$ cat src/pkg/haptic_pkg.sv
// shared constants, encodings and carrier structs for the haptic power and fire control block
package haptic_pkg;

  // ************************************************
  // timing
  // ************************************************
  localparam int CLK_PERIOD_NS = 8;
  // one unit of the drive, dissipation, blanking and detect fields
  localparam int TIME_UNIT_NS = 50000;
  localparam int TIME_UNIT_CYC = (TIME_UNIT_NS + CLK_PERIOD_NS - 1) / CLK_PERIOD_NS;
  // longest sense window before the estimate is stretched
  localparam logic [4:0] SENSE_MAX_UNITS = 5'h0f;

  // ************************************************
  // register offsets
  // ************************************************
  localparam logic [7:0] ADDR_STATUS = 8'h00;
  localparam logic [7:0] ADDR_CTRL = 8'h01;
  localparam logic [7:0] ADDR_SLOT0 = 8'h04;
  localparam logic [7:0] ADDR_SLOT7 = 8'h0b;
  localparam logic [7:0] ADDR_FIRE = 8'h0c;
  localparam logic [7:0] ADDR_RATED = 8'h16;
  localparam logic [7:0] ADDR_CLAMP = 8'h17;
  localparam logic [7:0] ADDR_DRIVE = 8'h1a;
  localparam logic [7:0] ADDR_SENSE = 8'h1b;
  localparam logic [7:0] ADDR_LOOP = 8'h1c;

  // ************************************************
  // field positions
  // ************************************************
  localparam int CTRL_SRST_BIT = 7;
  localparam int CTRL_HOLD_BIT = 6;
  localparam int FIRE_BIT = 0;
  localparam int LOOP_OPEN_BIT = 7;
  localparam int LOOP_LRA_BIT = 6;
  localparam int LOOP_ANALOG_BIT = 5;
  localparam int STAT_OC_BIT = 0;
  localparam int STAT_LOCK_BIT = 1;

  // ************************************************
  // values after reset
  // ************************************************
  localparam logic [7:0] CTRL_RST = 8'h40;
  localparam logic [7:0] SLOT_RST = 8'h00;
  localparam logic [7:0] RATED_RST = 8'h3e;
  localparam logic [7:0] CLAMP_RST = 8'h8c;
  localparam logic [4:0] DRIVE_RST = 5'h13;
  localparam logic [3:0] DISS_RST = 4'h1;
  localparam logic [3:0] BLANK_RST = 4'h1;
  localparam logic [7:0] LOOP_RST = 8'h00;

  // ************************************************
  // encodings
  // ************************************************
  typedef enum logic [2:0] {
    MODE_INT_TRIG = 3'h0,
    MODE_EDGE_TRIG = 3'h1,
    MODE_LEVEL_TRIG = 3'h2,
    MODE_PWM_ANALOG = 3'h3,
    MODE_AUDIO = 3'h4,
    MODE_REAL_TIME_PLAYBACK = 3'h5,
    MODE_DIAG = 3'h6,
    MODE_CALIB = 3'h7
  } mode_e;

  typedef enum logic [3:0] {
    PWR_SHUTDOWN = 4'b0001,
    PWR_HOLD = 4'b0010,
    PWR_READY = 4'b0100,
    PWR_ACTIVE = 4'b1000
  } power_e;

  typedef enum logic [4:0] {
    PH_IDLE = 5'b00001,
    PH_DRIVE = 5'b00010,
    PH_DRAIN = 5'b00100,
    PH_BLANK = 5'b01000,
    PH_SENSE = 5'b10000
  } phase_e;

  // ************************************************
  // carriers
  // ************************************************
  typedef struct packed {
    logic wr;
    logic rd;
    logic [7:0] addr;
    logic [7:0] wdata;
  } reg_req_s;

  typedef struct packed {
    logic ack;
    logic [7:0] rdata;
  } reg_rsp_s;

  typedef struct packed {
    logic drive_on;
    logic hi_z;
    logic adc_convert;
    logic [7:0] level;
    logic [7:0] effect_id;
    logic cut_current;
    logic abort;
  } drive_s;

endpackage
$ cat src/logic/haptic_power_state_and_fire_control.sv
// power state, mode decode, fire request, sequencer and back-emf timing for the haptic driver
// Function
// - gate pin high means active; low means shutdown with registers kept
// - gate low still acknowledges bus requests but performs no read or write
// - soft power-cycle bit aborts playback, restores defaults, then clears itself
// - low-power hold bit is set after reset; registers and access stay available
// - setting the hold bit stops any playing waveform at once
// - host clears the hold bit to reach ready and allow processes
// - processes start only from the internal fire request, not the fire bit
// - after a short, playback resumes only once the host changes mode
// - decode 3-bit mode; value 3 split by pulse-or-analog select bit
// - host writes one to the fire register to start internal-trigger playback
// - fire bit stays set until the whole sequence finishes, then self-clears
// - host clearing the fire bit during playback cancels the sequence
// - firing plays waveform ids from the eight slots, or runs calibration/diagnostics
// - in external trigger modes the fire bit reflects the trigger input
// - continuous modes assert fire request without touching the fire bit
// - output short during playback sets overcurrent flag until gone and cuts current
// - output shorts are checked only while a process runs
// - regulator short shuts down, then restarts with default settings
// - drive-time seeds resonance half-period for linear; sample rate for rotating
// - wait drain time, then blanking, then sense honouring minimum detect time
// - closed loop uses rated level; open loop uses the overdrive limit
// - edge mode: rising edge sets fire bit, second rising edge cancels and clears
// - level mode: fire bit follows trigger input; falling edge cancels
`timescale 1ns/1ps
module haptic_power_state_and_fire_control #(
  parameter int unsigned UNIT_CYC = haptic_pkg::TIME_UNIT_CYC
) (
  input wire logic sys_clk,
  input wire logic rst,
  input wire logic clk_en,
  input wire logic chip_gate,
  input wire logic trigger_input,
  input wire logic out_short,
  input wire logic reg_short,
  input wire logic zero_cross,
  input wire logic effect_done,
  input wire haptic_pkg::reg_req_s reg_req,
  output haptic_pkg::reg_rsp_s reg_rsp,
  output haptic_pkg::drive_s drive,
  output haptic_pkg::power_e power_state,
  output logic fire_signal,
  output logic process_busy,
  output logic overcurrent_flag
);
  import haptic_pkg::*;

  localparam logic [15:0] UNIT_LAST = 16'(UNIT_CYC - 1);

  // ************************************************
  // state
  // ************************************************
  typedef struct packed {
    logic gate_m;
    logic gate_s;
    logic trig_m;
    logic trig_s;
    logic trig_d;
    logic osh_m;
    logic osh_s;
    logic rsh_m;
    logic rsh_s;
    logic zc_m;
    logic zc_s;
    logic [7:0] ctrl;
    logic [7:0][7:0] slots;
    logic go;
    logic [7:0] rated;
    logic [7:0] clamp;
    logic [4:0] drive_time;
    logic [3:0] drain;
    logic [3:0] blank;
    logic [7:0] loop_cfg;
    logic oc_flag;
    logic short_lock;
    logic busy;
    logic fired;
    logic [2:0] slot_idx;
    phase_e phase;
    logic [15:0] unit_cnt;
    logic [4:0] phase_cnt;
    logic [4:0] half_est;
    logic ack;
    logic [7:0] rdata;
    logic abort;
    logic [7:0] level;
    logic [7:0] effect_id;
    power_e pwr;
  } st_s;

  st_s st_ff;
  st_s nxt_st;

  // register contents after power-up, soft power cycle or regulator fault
  function automatic st_s reg_defaults(input st_s x);
    st_s y;
    y = x;
    y.ctrl = CTRL_RST;
    y.slots = {8{SLOT_RST}};
    y.go = 1'b0;
    y.rated = RATED_RST;
    y.clamp = CLAMP_RST;
    y.drive_time = DRIVE_RST;
    y.drain = DISS_RST;
    y.blank = BLANK_RST;
    y.loop_cfg = LOOP_RST;
    y.oc_flag = 1'b0;
    y.short_lock = 1'b0;
    y.busy = 1'b0;
    y.fired = 1'b0;
    y.slot_idx = 3'h0;
    y.phase = PH_IDLE;
    y.unit_cnt = 16'h0000;
    y.phase_cnt = 5'h00;
    y.half_est = DRIVE_RST;
    return y;
  endfunction

  function automatic st_s init_state();
    st_s y;
    y = '0;
    y = reg_defaults(y);
    y.pwr = PWR_SHUTDOWN;
    return y;
  endfunction

  function automatic logic [7:0] read_mux(input st_s x, input logic [7:0] addr);
    logic [7:0] off;
    off = addr - ADDR_SLOT0;
    if (addr >= ADDR_SLOT0 && addr <= ADDR_SLOT7) begin
      return x.slots[off[2:0]];
    end
    unique case (addr)
      ADDR_STATUS: return {6'h00, x.short_lock, x.oc_flag};
      ADDR_CTRL: return x.ctrl;
      ADDR_FIRE: return {7'h00, x.go};
      ADDR_RATED: return x.rated;
      ADDR_CLAMP: return x.clamp;
      ADDR_DRIVE: return {3'h0, x.drive_time};
      ADDR_SENSE: return {x.drain, x.blank};
      ADDR_LOOP: return x.loop_cfg;
      default: return 8'h00;
    endcase
  endfunction

  // ************************************************
  // decode
  // ************************************************
  mode_e mode;
  logic continuous;
  logic able;
  logic trig_rise;
  logic seq_last;
  logic analog_in;
  logic [7:0] slot_off;

  always_comb begin
    mode = mode_e'(st_ff.ctrl[2:0]);
    // value 3 splits into pulse or analog input; both are continuous here
    analog_in = (mode == MODE_PWM_ANALOG) && st_ff.loop_cfg[LOOP_ANALOG_BIT];
    continuous = (mode == MODE_PWM_ANALOG) || (mode == MODE_AUDIO) ||
                 (mode == MODE_REAL_TIME_PLAYBACK);
    fire_signal = st_ff.go | continuous;
    able = st_ff.gate_s & ~st_ff.ctrl[CTRL_HOLD_BIT] & ~st_ff.short_lock;
    trig_rise = st_ff.trig_s & ~st_ff.trig_d;
    seq_last = (st_ff.slot_idx == 3'h7) || (st_ff.slots[st_ff.slot_idx + 3'h1] == 8'h00);
    slot_off = reg_req.addr - ADDR_SLOT0;
  end

  // ************************************************
  // next state
  // ************************************************
  always_comb begin
    nxt_st = st_ff;
    // pins and analog flags are asynchronous: two flops before use
    nxt_st.gate_m = chip_gate;
    nxt_st.gate_s = st_ff.gate_m;
    nxt_st.trig_m = trigger_input;
    nxt_st.trig_s = st_ff.trig_m;
    nxt_st.trig_d = st_ff.trig_s;
    nxt_st.osh_m = out_short;
    nxt_st.osh_s = st_ff.osh_m;
    nxt_st.rsh_m = reg_short;
    nxt_st.rsh_s = st_ff.rsh_m;
    nxt_st.zc_m = zero_cross;
    nxt_st.zc_s = st_ff.zc_m;
    nxt_st.abort = 1'b0;
    nxt_st.ack = reg_req.wr | reg_req.rd;
    if (reg_req.rd && st_ff.gate_s) begin
      nxt_st.rdata = read_mux(st_ff, reg_req.addr);
    end else if (reg_req.rd) begin
      nxt_st.rdata = 8'h00;
    end
    if (st_ff.rsh_s || st_ff.ctrl[CTRL_SRST_BIT]) begin
      // whole register set returns to defaults, which also drops the reset bit
      nxt_st = reg_defaults(nxt_st);
      nxt_st.abort = st_ff.busy;
    end else begin
      // process control runs first so a host set in the same cycle wins
      if (~fire_signal) begin
        nxt_st.fired = 1'b0;
      end
      if (~st_ff.osh_s) begin
        nxt_st.oc_flag = 1'b0;
      end
      if (st_ff.busy) begin
        if (st_ff.osh_s) begin
          nxt_st.oc_flag = 1'b1;
          nxt_st.short_lock = 1'b1;
        end
        if (~fire_signal || ~able || st_ff.osh_s) begin
          nxt_st.busy = 1'b0;
          nxt_st.abort = 1'b1;
          nxt_st.phase = PH_IDLE;
        end else if (effect_done && !continuous) begin
          if (mode == MODE_DIAG || mode == MODE_CALIB || seq_last) begin
            nxt_st.busy = 1'b0;
            nxt_st.go = 1'b0;
            nxt_st.phase = PH_IDLE;
          end else begin
            nxt_st.slot_idx = st_ff.slot_idx + 3'h1;
          end
        end
      end else if (fire_signal && !st_ff.fired && able) begin
        nxt_st.busy = 1'b1;
        nxt_st.fired = 1'b1;
        nxt_st.slot_idx = 3'h0;
        nxt_st.half_est = st_ff.drive_time;
        nxt_st.phase = PH_DRIVE;
        nxt_st.unit_cnt = 16'h0000;
        nxt_st.phase_cnt = 5'h00;
      end
      // host writes
      if (reg_req.wr && st_ff.gate_s) begin
        if (reg_req.addr >= ADDR_SLOT0 && reg_req.addr <= ADDR_SLOT7) begin
          nxt_st.slots[slot_off[2:0]] = reg_req.wdata;
        end
        unique case (reg_req.addr)
          ADDR_CTRL: begin
            nxt_st.ctrl = reg_req.wdata;
            if (reg_req.wdata[2:0] != st_ff.ctrl[2:0] && !(st_ff.busy && st_ff.osh_s)) begin
              nxt_st.short_lock = 1'b0;
            end
          end
          ADDR_FIRE: begin
            if (mode != MODE_LEVEL_TRIG) begin
              nxt_st.go = reg_req.wdata[FIRE_BIT];
            end
          end
          ADDR_RATED: nxt_st.rated = reg_req.wdata;
          ADDR_CLAMP: nxt_st.clamp = reg_req.wdata;
          ADDR_DRIVE: nxt_st.drive_time = reg_req.wdata[4:0];
          ADDR_SENSE: begin
            nxt_st.drain = reg_req.wdata[7:4];
            nxt_st.blank = reg_req.wdata[3:0];
          end
          ADDR_LOOP: nxt_st.loop_cfg = reg_req.wdata;
          default: begin
          end
        endcase
      end
      // external trigger owns the fire bit in its modes
      if (mode == MODE_EDGE_TRIG && trig_rise) begin
        nxt_st.go = ~st_ff.go;
      end else if (mode == MODE_LEVEL_TRIG) begin
        nxt_st.go = st_ff.trig_s;
      end
      // back-emf timing: drive, drain, blank, then sense
      if (st_ff.busy && nxt_st.busy) begin
        if (st_ff.unit_cnt >= UNIT_LAST) begin
          nxt_st.unit_cnt = 16'h0000;
          nxt_st.phase_cnt = st_ff.phase_cnt + 5'h01;
          unique case (st_ff.phase)
            PH_DRIVE: begin
              if (st_ff.phase_cnt >= st_ff.half_est) begin
                nxt_st.phase = PH_DRAIN;
                nxt_st.phase_cnt = 5'h00;
              end
            end
            PH_DRAIN: begin
              if (st_ff.phase_cnt >= {1'b0, st_ff.drain}) begin
                nxt_st.phase = PH_BLANK;
                nxt_st.phase_cnt = 5'h00;
              end
            end
            PH_BLANK: begin
              if (st_ff.phase_cnt >= {1'b0, st_ff.blank}) begin
                nxt_st.phase = PH_SENSE;
                nxt_st.phase_cnt = 5'h00;
              end
            end
            PH_SENSE: begin
              if (st_ff.phase_cnt >= SENSE_MAX_UNITS) begin
                // no crossing seen: the half-period guess was too short
                nxt_st.phase = PH_DRIVE;
                nxt_st.phase_cnt = 5'h00;
                if (st_ff.loop_cfg[LOOP_LRA_BIT] && st_ff.half_est != 5'h1f) begin
                  nxt_st.half_est = st_ff.half_est + 5'h01;
                end
              end
            end
            PH_IDLE: begin
            end
          endcase
        end else begin
          nxt_st.unit_cnt = st_ff.unit_cnt + 16'h0001;
        end
        // crossings earlier than the minimum detect time are ignored
        if (st_ff.phase == PH_SENSE && st_ff.zc_s &&
            st_ff.phase_cnt >= {3'h0, st_ff.loop_cfg[1:0]}) begin
          nxt_st.phase = PH_DRIVE;
          nxt_st.phase_cnt = 5'h00;
          nxt_st.unit_cnt = 16'h0000;
          if (st_ff.loop_cfg[LOOP_LRA_BIT] && st_ff.phase_cnt == {3'h0, st_ff.loop_cfg[1:0]} &&
              st_ff.half_est != 5'h01) begin
            nxt_st.half_est = st_ff.half_est - 5'h01;
          end
        end
      end
    end
    // outputs held in flops
    nxt_st.level = st_ff.loop_cfg[LOOP_OPEN_BIT] ? st_ff.clamp : st_ff.rated;
    nxt_st.effect_id = (mode == MODE_DIAG || mode == MODE_CALIB || continuous) ? 8'h00 :
                       st_ff.slots[st_ff.slot_idx];
    if (st_ff.rsh_s || !st_ff.gate_s) begin
      nxt_st.pwr = PWR_SHUTDOWN;
    end else if (st_ff.ctrl[CTRL_HOLD_BIT]) begin
      nxt_st.pwr = PWR_HOLD;
    end else if (st_ff.busy) begin
      nxt_st.pwr = PWR_ACTIVE;
    end else begin
      nxt_st.pwr = PWR_READY;
    end
  end

  always_ff @(posedge sys_clk) begin
    if (rst) begin
      st_ff <= init_state();
    end else if (clk_en) begin
      st_ff <= nxt_st;
    end
  end

  // ************************************************
  // outputs
  // ************************************************
  always_comb begin
    reg_rsp.ack = st_ff.ack;
    reg_rsp.rdata = st_ff.rdata;
    drive.drive_on = st_ff.phase[1];
    drive.hi_z = st_ff.phase[3] | st_ff.phase[4];
    drive.adc_convert = st_ff.phase[4];
    drive.level = st_ff.level;
    drive.effect_id = st_ff.effect_id;
    drive.cut_current = st_ff.oc_flag;
    drive.abort = st_ff.abort;
    power_state = st_ff.pwr;
    process_busy = st_ff.busy;
    overcurrent_flag = st_ff.oc_flag;
  end

  // ************************************************
  // assertions
  // ************************************************
  a_gate_no_write: assert property (@(posedge sys_clk) disable iff (rst)
    clk_en && reg_req.wr && !st_ff.gate_s && reg_req.addr == ADDR_RATED && !st_ff.rsh_s &&
    !st_ff.ctrl[CTRL_SRST_BIT] |=> st_ff.rated == $past(st_ff.rated))
    else $error("register written while gate low");
  a_ack_always: assert property (@(posedge sys_clk) disable iff (rst)
    clk_en && (reg_req.wr || reg_req.rd) |=> reg_rsp.ack)
    else $error("bus request not acknowledged");
  a_srst_defaults: assert property (@(posedge sys_clk) disable iff (rst)
    clk_en && st_ff.ctrl[CTRL_SRST_BIT] |=> st_ff.ctrl == CTRL_RST && st_ff.rated == RATED_RST
    && !st_ff.busy)
    else $error("soft power cycle did not restore defaults");
  a_hold_stops: assert property (@(posedge sys_clk) disable iff (rst)
    clk_en && st_ff.busy && st_ff.ctrl[CTRL_HOLD_BIT] |=> !st_ff.busy && drive.abort)
    else $error("hold did not stop playback");
  a_gate_shutdown: assert property (@(posedge sys_clk) disable iff (rst)
    clk_en && !st_ff.gate_s |=> power_state == PWR_SHUTDOWN)
    else $error("gate low without shutdown");
  a_cont_keeps_go: assert property (@(posedge sys_clk) disable iff (rst)
    clk_en && continuous && !st_ff.go && !reg_req.wr && !st_ff.busy |=> !st_ff.go && fire_signal)
    else $error("continuous mode touched fire bit");
  a_level_follow: assert property (@(posedge sys_clk) disable iff (rst)
    clk_en && mode == MODE_LEVEL_TRIG && !st_ff.rsh_s && !st_ff.ctrl[CTRL_SRST_BIT]
    |=> st_ff.go == $past(st_ff.trig_s))
    else $error("fire bit not following trigger");
  a_oc_only_busy: assert property (@(posedge sys_clk) disable iff (rst)
    clk_en && !st_ff.oc_flag && !st_ff.busy |=> !overcurrent_flag)
    else $error("short flagged while idle");
  a_done_clears_go: assert property (@(posedge sys_clk) disable iff (rst)
    clk_en && st_ff.busy && fire_signal && able && !st_ff.osh_s && effect_done && seq_last &&
    mode == MODE_INT_TRIG && !reg_req.wr && !st_ff.rsh_s && !st_ff.ctrl[CTRL_SRST_BIT]
    |=> !st_ff.go && !st_ff.busy)
    else $error("fire bit not cleared after sequence");

endmodule

$ cat config.mk
export PLATFORM = sky130hd
export DESIGN_NAME = haptic_power_state_and_fire_control
export DESIGN_NICKNAME = d
export VERILOG_FILES = /design/src/pkg/haptic_pkg.sv /design/src/logic/haptic_power_state_and_fire_control.sv
export SDC_FILE = /design/constraint.sdc
export NUM_CORES = 1
export LEC_CHECK = 0
export ABC_AREA = 1
export BUFFER_PORTS_ARGS = -buffer_cell sky130_fd_sc_hd__buf_2
export CORE_MARGIN = 2
export CORE_UTILIZATION = 30
export DETAILED_ROUTE_END_ITERATION = 8
export HOLD_SLACK_MARGIN = 0.03
export PLACE_DENSITY = 0.48
export SYNTH_ARGS = -nofsm -noshare
export SYNTH_HDL_FRONTEND = slang
export SYNTH_SLANG_ARGS = --single-unit
$ cat constraint.sdc
create_clock -name sys_clk -period 1.8 [get_ports sys_clk]
set_input_delay 0.27 -clock sys_clk [delete_from_list [all_inputs] [get_ports sys_clk]]
set_output_delay 0.27 -clock sys_clk [all_outputs]
set_load 0.02 [all_outputs]
==> metrics, run 1 <==
status=complete, but fails checks; failing checks=setup timing; Hold Fails Final Rpt=0; drt via density=5.07; power share of the clock group=41.9%; Sequential Power Share=46.2%; Leak=6.40 nW; Vert. Die Dim=192 microns; ys async rst share=0%; PwrDens=626 mW/mm^2; Pint=6.59 mW; Die X=192 microns; Core ar.=0.0346 sq mm; Top Ports=64; Reg2Reg Setup Slack=-210 ps; placed instance area=0.0133 sq mm; Post-Synth Simple-Gate Area=28.4%; Setup crit end kind=register; Synth Cell Area=0.0106 sq mm; Yosys reg bits=189; initial antenna violation count=0; WHS Endpoint=st_ff[96]; # H-tree levels=4; CTS Buf Count=17; final net count=1922; Worst EP arrival=2380 ps; Layout Cells excl Fill=2337; Reg clk slew, reported paths=80 ps; CP max stage delay=410 ps; RR Endpoint=st_ff[41]; TritonCTS clock tree=yes; dpl ws=-454 ps; hold_sp=reg_req[7]; Post-Synth Adder-Cell Area=3.08%; Vias=11860; fin area=0.0149 sq mm; worst slew pin tran=663 ps; Util after Layout=42.9%; fin crit period=2010 ps; WHS Path Cells=3; Inst Count DP=2278; unrepaired setup endpoints after global routing=yes; # diodes=0; die footprint=0.0367 sq mm; top_reg_cell synth=dfxtp_1; post-detail-place hpwl=31500 microns; combinational power share=11.9%; setup ws final=-208 ps; Startpoint Class=register; Root Driver=clkbuf_16; synthesis-to-finish area growth=40.7%; CP most frequent cell=nand2_4; Fillers=3584; first-pass GRT wire length=64600 microns; syn_nets=1620; Max FO, Critical Path=6; final WL=42600 microns; crit path kind=register to register; syn_area_per_cell=6.74 sq um; Max Clock Skew=17.2 ps; Compound-Gate Fraction of Synth Area=21.4%; Synth Warn #=0; switching power=2.71 mW; Seq/Total Area, Yosys=35.8%; Cells after Synth=1567; Hold WS=115 ps; initial DRC count=962; slowest stage cell, crit path=dfxtp_4; vias in the first global route=11227; peak supply drop=0.728 mV; DR pass1 iterations=7; largest family of logic cells by synthesized area=simple AND/OR/NAND/NOR gates; maximum buffer depth of the clock tree=2; Residual DRC=0; Final GP Congestion=0.936; number of synthesized flops with an enable pin=0; most frequent cells in the layout=nand2_1, buf_4, dfxtp_1; largest net degree at the start of global routing=122; Tot GR Track Use=23.2%; FP Rows=68; Initial Util=30.5%; Clk Latency, worst-skew pair=460 ps; final slew viol count=0; grt ovf=0; CP required=2180 ps; Sw Share=29.2%; antenna-violating nets left=0; max cap viols=0; drt wl/cell=18.2 microns; post-synthesis xor/xnor area fraction=1.16%; cell depth of the worst flop-to-flop path=13; Max transition margin=55.8%; period utilisation layout=112%; reg2reg start=st_ff[61]; commonest non-fill, non-tap cell in the layout=nand2_1; setup violators final=36; IO Port Bufs=63; Fmax=498 MHz; clock sink count=189; synth unique cells=49; layout cells sized above 1=31.2%; crit path cell chain=ha_4 -> ha_4 -> inv_2 -> nand3_4 -> nand3_4 -> nand2_4 -> nand2_4 -> buf_6 -> nor2_8 -> nand2_4 -> nor2_4 -> nand2_2 -> a21oi_2; mux share of post-synthesis cell area=0%; hold crit path type=input pin to register
-- cells by family (layout without fill, tap and decap cells) --
logic type               after synthesis  after routing
adder cells (fa/ha/maj)               26             26
flip-flops                           189            189
AO/OA/AOI/OAI                        403            404
XOR/XNOR                              14             14
AND/OR/NAND/NOR                      690            690
buffers and inverters                245            559
-- stage by stage --
stage	total power [mW]	setup TNS (ps)
5_1_grt	9.66	-8870
3_3_place_gp	5.40	-19050
4_1_cts	9.37	-4530
3_5_place_dp	5.40	-19650
2_1_floorplan	4.95	-1550
6_report	9.31	-4730
-- routing by layer --
layer	part of all wire (%)	global-route usage, %	wire [microns]	up-vias
met4	2.2	7.31	939	0
met5	0	0	0	-
li1	-	-	-	5870
met1	47	32.2	19800	5584
met3	6.4	4.49	2730	50
met2	45	36.1	19000	356
-- cells in the mapped netlist, drive strengths merged, types with 6 or more instances --
master | count | area (sq um)
nor2 | 149 | 638
o221ai | 10 | 87.6
or2 | 9 | 61.3
buf | 51 | 347
a21oi | 181 | 906
nand3 | 116 | 586
o21ai | 133 | 673
o41ai | 8 | 70.1
o211ai | 20 | 155
ha | 26 | 325
clkbuf | 44 | 165
dfxtp | 189 | 3780
o22ai | 35 | 219
nor3 | 22 | 120
inv | 145 | 544
xnor2 | 6 | 52.6
xor2 | 8 | 70.1
nand4 | 28 | 175
nand2 | 361 | 1390
-- power groups by stage --
| stage | combinational [mW] | clock (mW) | sequential (mW) |
|---|---|---|---|
| 2_1_floorplan | 0.557 | 0 | 4.39 |
| 3_3_place_gp | 1.00 | 0 | 4.40 |
| 3_5_place_dp | 1.00 | 0 | 4.40 |
| 4_1_cts | 1.07 | 4.00 | 4.30 |
| 5_1_grt | 1.20 | 4.15 | 4.31 |
| 6_report | 1.11 | 3.90 | 4.30 |
-- registers in the layout, indices dropped and copies added (netlist names) --
| register | count |
|---|---|
| mode | 3 |
| power_state | 4 |
| overcurrent_flag | 1 |
| st_ff | 146 |
| drive | 19 |
| reg_rsp | 9 |
| process_busy | 1 |
| nxt_st | 6 |
-- final cells by class --
type | count | area [sq um] | share of cell area, %
Timing Repair Buffer | 377 | 2910 | 19.5
Multi-Input combinational cell | 1134 | 6370 | 42.8
Inverter | 150 | 601 | 4.04
Tap cell | 455 | 569 | 3.83
Clock buffer | 18 | 450 | 3.03
Clock inverter | 14 | 144 | 0.968
Sequential cell | 189 | 3830 | 25.7
-- how the worst max path moves through the flow --
stage                            end  slack, ps        from  depth (start not counted)
after floorplan            st_ff[31]       -100     mode[0]                         13
after global placement    reg_rsp[4]       -420  reg_req[9]                          9
after detailed placement  reg_rsp[4]       -450  reg_req[8]                          9
after CTS                  st_ff[31]       -210     mode[1]                         13
after global routing       st_ff[41]       -340     mode[1]                         14
final                      st_ff[41]       -210   st_ff[61]                         13
-- what timing repair did --
action                                  in CTS  in global routing
gates cloned                                 1                  1
hold buffers                                 5                  0
endpoints found under the setup margin      90                107
hold endpoints to repair                     5                  0
pin swaps                                   43                 39
buffers inserted                            12                 10
gates resized for setup                    105                 86
-- worst max-delay path: cells and delay by family (launching register included) --
family / cells / cell delay (ps)
simple gates: 8 / 770
buf+inv: 2 / 190
flops: 1 / 410
fa+ha+maj: 2 / 450
compound gates: 1 / 120
Power figures use the tool's default switching activity.
==> run 2: changes to the inputs <==
CORE_UTILIZATION = 35   (was 30)
PLACE_DENSITY = 0.54   (was 0.48)
==> run 2 against run 1 <==
- worst setup slack worse by 65 ps
- total power is 1.1% higher
- the run still ends with setup timing left
- critical path type unchanged
- via count is 0.62% higher
- sequential share of layout area is 0.066 points higher
- clock power is 3% higher
- critical path depth stayed put
- register-to-register slack worse by 60 ps
==> metrics, run 2 (synthesized netlist as in run 1, its figures left out) <==
status=complete, but fails checks; failing checks=setup timing; first-pass GRT wire length=62300 microns; met2 Usage GRT=39.6%; Reg2Reg Setup Slack=-270 ps; Leak=6.48 nW; # H-tree levels=4; Core ar.=0.0297 sq mm; Fmax=482 MHz; antenna-violating nets left=0; Startpoint Class=register; FP Rows=63; Max transition margin=50.8%; Residual DRC=0; hold_sp=chip_gate; Max FO, Critical Path=6; setup violators final=37; grt ovf=0; crit path kind=register to register; cell depth of the worst flop-to-flop path=13; synthesis-to-finish area growth=40.0%; WHS Path Cells=3; vias in the first global route=10852; area of the multi-input gates=0.00624 sq mm; IO Port Bufs=63; final slew viol count=0; Root Driver=clkbuf_16; Reg clk slew, reported paths=80 ps; worst slew pin tran=737 ps; Final GP Congestion=0.920; Biggest register=st_ff; TritonCTS clock tree=yes; GR peak layer=met2; FF+latch area=0.00382 sq mm; Fillers=2976; CP required=2190 ps; Top Ports=64; peak supply drop=0.742 mV; CP most frequent cell=nand2_2; final net count=1933; PwrDens=636 mW/mm^2; commonest non-fill, non-tap cell in the layout=nand2_1; M1 GR Usage=37.2%; Layout Cells excl Fill=2283; setup_tns=-7440 ps; Vert. Die Dim=178 microns; Worst EP arrival=2460 ps; Clk Latency, worst-skew pair=460 ps; CP max stage delay=370 ps; post-detail-place hpwl=30100 microns; max cap viols=0; Inst Count DP=2216; Hold Fails Final Rpt=0; period utilisation layout=115%; layout cells sized above 1=30.7%; Initial Util=35.6%; final WL=40700 microns; die footprint=0.0316 sq mm; Setup crit end kind=register; unrepaired setup endpoints after global routing=yes; Vias=11933; maximum buffer depth of the clock tree=2; slowest stage cell, crit path=dfxtp_4; Hold WS=44.6 ps; drt via density=5.23; largest net degree at the start of global routing=69; crit path cell chain=inv_4 -> o21ai_4 -> nand2_2 -> nand2_2 -> nand2_2 -> or2_4 -> nor2_8 -> a21boi_4 -> buf_6 -> nand2_2 -> nand3_2 -> nand2_1 -> a21oi_1; GR Util met3=4.41%; CTS Buf Count=17; setup ws final=-273 ps; WHS Endpoint=nxt_st[187]; initial antenna violation count=0; max FFs per register=146; initial DRC count=1181; hold crit path type=input pin to register; fin crit period=2070 ps; RR Endpoint=drive[20]; DR pass1 iterations=5; clock sink count=189; Die X=178 microns; Max Clock Skew=11.9 ps; # diodes=0; drt wl/cell=17.8 microns; most frequent cells in the layout=nand2_1, buf_4, dfxtp_1; Tot GR Track Use=25.7%; reg2reg start=mode[0]
[run 2: cell count changes in the layout (fill, tap and decap cells not counted), moves of 6 or more]
| cell | previous run | this run |
|---|---|---|
| buf_6 | 15 | 22 |
| inv_2 | 16 | 9 |
| inv_1 | 121 | 129 |
| ha_4 | 13 | 6 |
| nand2_4 | 5 | 11 |
| ha_1 | 13 | 20 |
| buf_4 | 282 | 289 |
[run 2: how the worst max path moves through the flow]
stage,start,to,cells after the start
floorplan,mode[0],st_ff[31],13
global placement,st_ff[36],st_ff[32],12
detailed placement,st_ff[40],st_ff[39],13
CTS,mode[1],st_ff[31],13
global route,mode[0],st_ff[31],13
finish,mode[0],drive[20],13
[run 2: metal layers]
metal	routed length, microns	part of all wire (%)	vias to the layer above
met3	2720	6.7	46
met1	19100	47	5587
met4	622	1.5	0
met5	0	0	-
li1	-	-	5897
met2	18200	45	403
[run 2: cell type report]
| cell class | instances | area share, % |
|---|---|---|
| multi-input combinational | 1133 | 42.2 |
| inverter | 150 | 4.07 |
| clock inverter | 15 | 1.27 |
| tap | 390 | 3.30 |
| clock buffer | 17 | 2.88 |
| sequential | 189 | 25.8 |
| timing repair buffer | 389 | 20.5 |
[run 2: timing repair]
action	in CTS	in global routing
cloned	1	0
pin swaps	28	43
endpoints found under the hold margin	4	0
hold buffers	4	0
endpoints found under the setup margin	40	108
gates resized for setup	82	92
setup buffers	18	18
[run 2: power breakdown]
| group | internal (mW) | total [mW] | switching (mW) |
|---|---|---|---|
| Sequential | 4.25 | 4.30 | 0.0553 |
| Clock | 2.01 | 4.00 | 1.99 |
| Combinational | 0.422 | 1.10 | 0.679 |
[run 2: through the flow]
stage	power [mW]	area, sq um	utilization [%]	setup slack [ps]
floorplan	4.95	10600	-	-102
global placement	5.38	13300	44.6	-325
detailed placement	5.39	13300	44.6	-343
CTS	9.41	14400	48.3	-248
global route	9.76	14800	49.8	-353
finish	9.41	14800	49.8	-273
[run 2: critical path, delay by kind of cell (launching register included)]
family | cells | cell delay (ps)
flip-flops | 1 | 370
buffers and inverters | 2 | 220
AND/OR/NAND/NOR | 8 | 770
AO/OA/AOI/OAI | 3 | 630
==> run 3: changes to the inputs <==
SETUP_SLACK_MARGIN = 0.02   (was not set)
==> run 3 against run 2 <==
- the run still ends with setup timing left
- worst setup slack better by 64 ps
- total power down 3.3%
- first-iteration DRC count up 6.6%
- routed wire length about the same
- worst hold slack worse by 4.5 ps
- clock-buffer cell count unchanged
- via count up 0.64%
- core utilization down 0.27 points
- clock power down 7.2%
- flip-flop and latch count unchanged
- non-clock buffer count down 17
- largest cell class unchanged
- highest routed layer unchanged
==> metrics, run 3 (synthesized netlist as in run 1, its figures left out) <==
Top Ports=64; initial DRC count=1259; max FFs per register=146; combinational power share=11.9%; die footprint=0.0316 sq mm; DR pass1 iterations=8; clock sink count=189; Root Driver=clkbuf_16; Max FO, Critical Path=8; # H-tree levels=4; worst path buffer plus inverter count=4; slowest stage cell, crit path=dfxtp_4; layout cells sized above 1=31.6%; Max Clock Skew=14.0 ps; critical path depth in cells=12; Tot GR Track Use=26.1%; Vert. Die Dim=178 microns; worst slew pin tran=671 ps; most frequent cells in the layout=nand2_1, buf_4, dfxtp_1; first-pass GRT wire length=63600 microns; end point of the critical path=drive[18]; unrepaired setup endpoints after global routing=yes; peak supply drop=0.649 mV; antenna-violating nets left=0; Die X=178 microns; # diodes=0; Biggest register=st_ff; reg2reg start=st_ff[61]; drt wl/cell=17.9 microns; Fmax=498 MHz; setup violators final=36; status=complete, but fails checks; fin area=0.0147 sq mm; IO Port Bufs=63; maximum buffer depth of the clock tree=2; FP Rows=63; Startpoint Class=register; Leak=6.37 nW; initial antenna violation count=0; CP startpoint=st_ff[61]; CP required=2130 ps; Top delay family on crit path=buffers and inverters; Sw Share=28.9%; setup ws final=-209 ps; drt via density=5.30; Max transition margin=55.1%; crit path kind=register to register; Clk Latency, worst-skew pair=450 ps; crit path cell chain=ha_4 -> ha_4 -> inv_2 -> nand3_2 -> nand3_4 -> buf_6 -> a21boi_4 -> buf_6 -> buf_4 -> nand2_2 -> nand3_2 -> a21oi_1; Worst EP arrival=2340 ps; largest net degree at the start of global routing=82; Inst Count DP=2208; Hold Fails Final Rpt=0; RR Endpoint=drive[18]; vias in the first global route=11534; Core ar.=0.0297 sq mm; cell depth of the worst flop-to-flop path=12; TritonCTS clock tree=yes; post-detail-place hpwl=30000 microns; Layout Cells excl Fill=2267; Reg2Reg Setup Slack=-210 ps; grt ovf=0; failing checks=setup timing; Residual DRC=0; hold crit path type=input pin to register; switching power=2.63 mW; commonest non-fill, non-tap cell in the layout=nand2_1; Vias=12009; Sequential Power Share=47.3%; synthesis-to-finish area growth=39.2%; CTS Buf Count=17; final WL=40700 microns; max cap viols=0; period utilisation layout=112%; placed instance area=0.0132 sq mm; Pint=6.47 mW; PwrDens=619 mW/mm^2; Post-CTS Hold Buffers=0; fin crit period=2010 ps; power share of the clock group=40.8%; Final GP Congestion=1.02; final net count=1917; final slew viol count=0; Reg clk slew, reported paths=80 ps; Initial Util=35.6%; CP max stage delay=410 ps; Setup crit end kind=register
run 3: changes by cell type in the layout (fill, tap and decap cells not counted), moves of 7 or more:
cell,previous run,this run
buf_6,22,15
clkinv_4,1,8
ha_1,20,10
ha_4,6,15
inv_1,129,121
inv_2,9,18
nor2_4,8,15
run 3: worst min path at each step:
| stage | from | to | cells after the start |
|---|---|---|---|
| 6_report | chip_gate | nxt_st[187] | 3 |
| 4_1_cts | zero_cross | nxt_st[178] | 3 |
| 3_5_place_dp | st_ff[54] | st_ff[54] | 2 |
| 5_1_grt | zero_cross | nxt_st[178] | 3 |
| 3_3_place_gp | st_ff[55] | st_ff[55] | 2 |
| 2_1_floorplan | zero_cross | nxt_st[178] | 2 |
run 3: cell type report:
type / instances / area (sq um)
Clock buffer: 17 / 425
Clock inverter: 15 / 131
Fill cell: 3026 / 15000
Inverter: 150 / 591
Multi-Input combinational cell: 1133 / 6380
Sequential cell: 189 / 3820
Tap cell: 390 / 488
Timing Repair Buffer: 372 / 2860
Timing Repair inverter: 1 / 6.26
run 3: timing repair:
action | in CTS | in global routing
cloned | 1 | 1
pin swaps | 52 | 41
setup endpoints to repair | 100 | 114
setup buffers | 14 | 14
resized for setup | 128 | 66
run 3: layer usage:
layer,global-route usage (%),part of all wire (%),wire length (microns),vias to the layer above
met5,0,0,0,-
met3,4.28,6.5,2640,81
met2,40.6,44,17900,453
met4,8.98,3.0,1230,0
li1,-,-,-,5847
met1,36.5,46,18900,5628
run 3: power groups by stage:
stage | sequential, mW | clock [mW] | combinational, mW
finish | 4.30 | 3.71 | 1.08
global route | 4.31 | 3.95 | 1.16
CTS | 4.30 | 3.77 | 1.03
detailed placement | 4.41 | 0 | 0.977
global placement | 4.40 | 0 | 0.971
floorplan | 4.39 | 0 | 0.557
run 3: worst register-to-register path, stage by stage, from the launching register on:
cell and delay [ps]:
dfxtp_4 410, ha_4 180, ha_4 270, inv_2 50
nand3_2 80, nand3_4 90, buf_6 140, a21boi_4 230
buf_6 180, buf_4 120, nand2_2 40, nand3_2 50
a21oi_1 60
run 3: through the flow:
stage,hold WS (ps),utilization (%),power [mW],setup TNS [ps],setup slack (ps)
detailed placement,427,44.5,5.38,-16490,-320
global route,46.9,49.5,9.43,-8800,-304
global placement,425,44.5,5.38,-13980,-330
floorplan,405,-,4.95,-1570,-102
CTS,31.6,48.3,9.10,-2540,-136
finish,40.2,49.5,9.10,-4210,-209
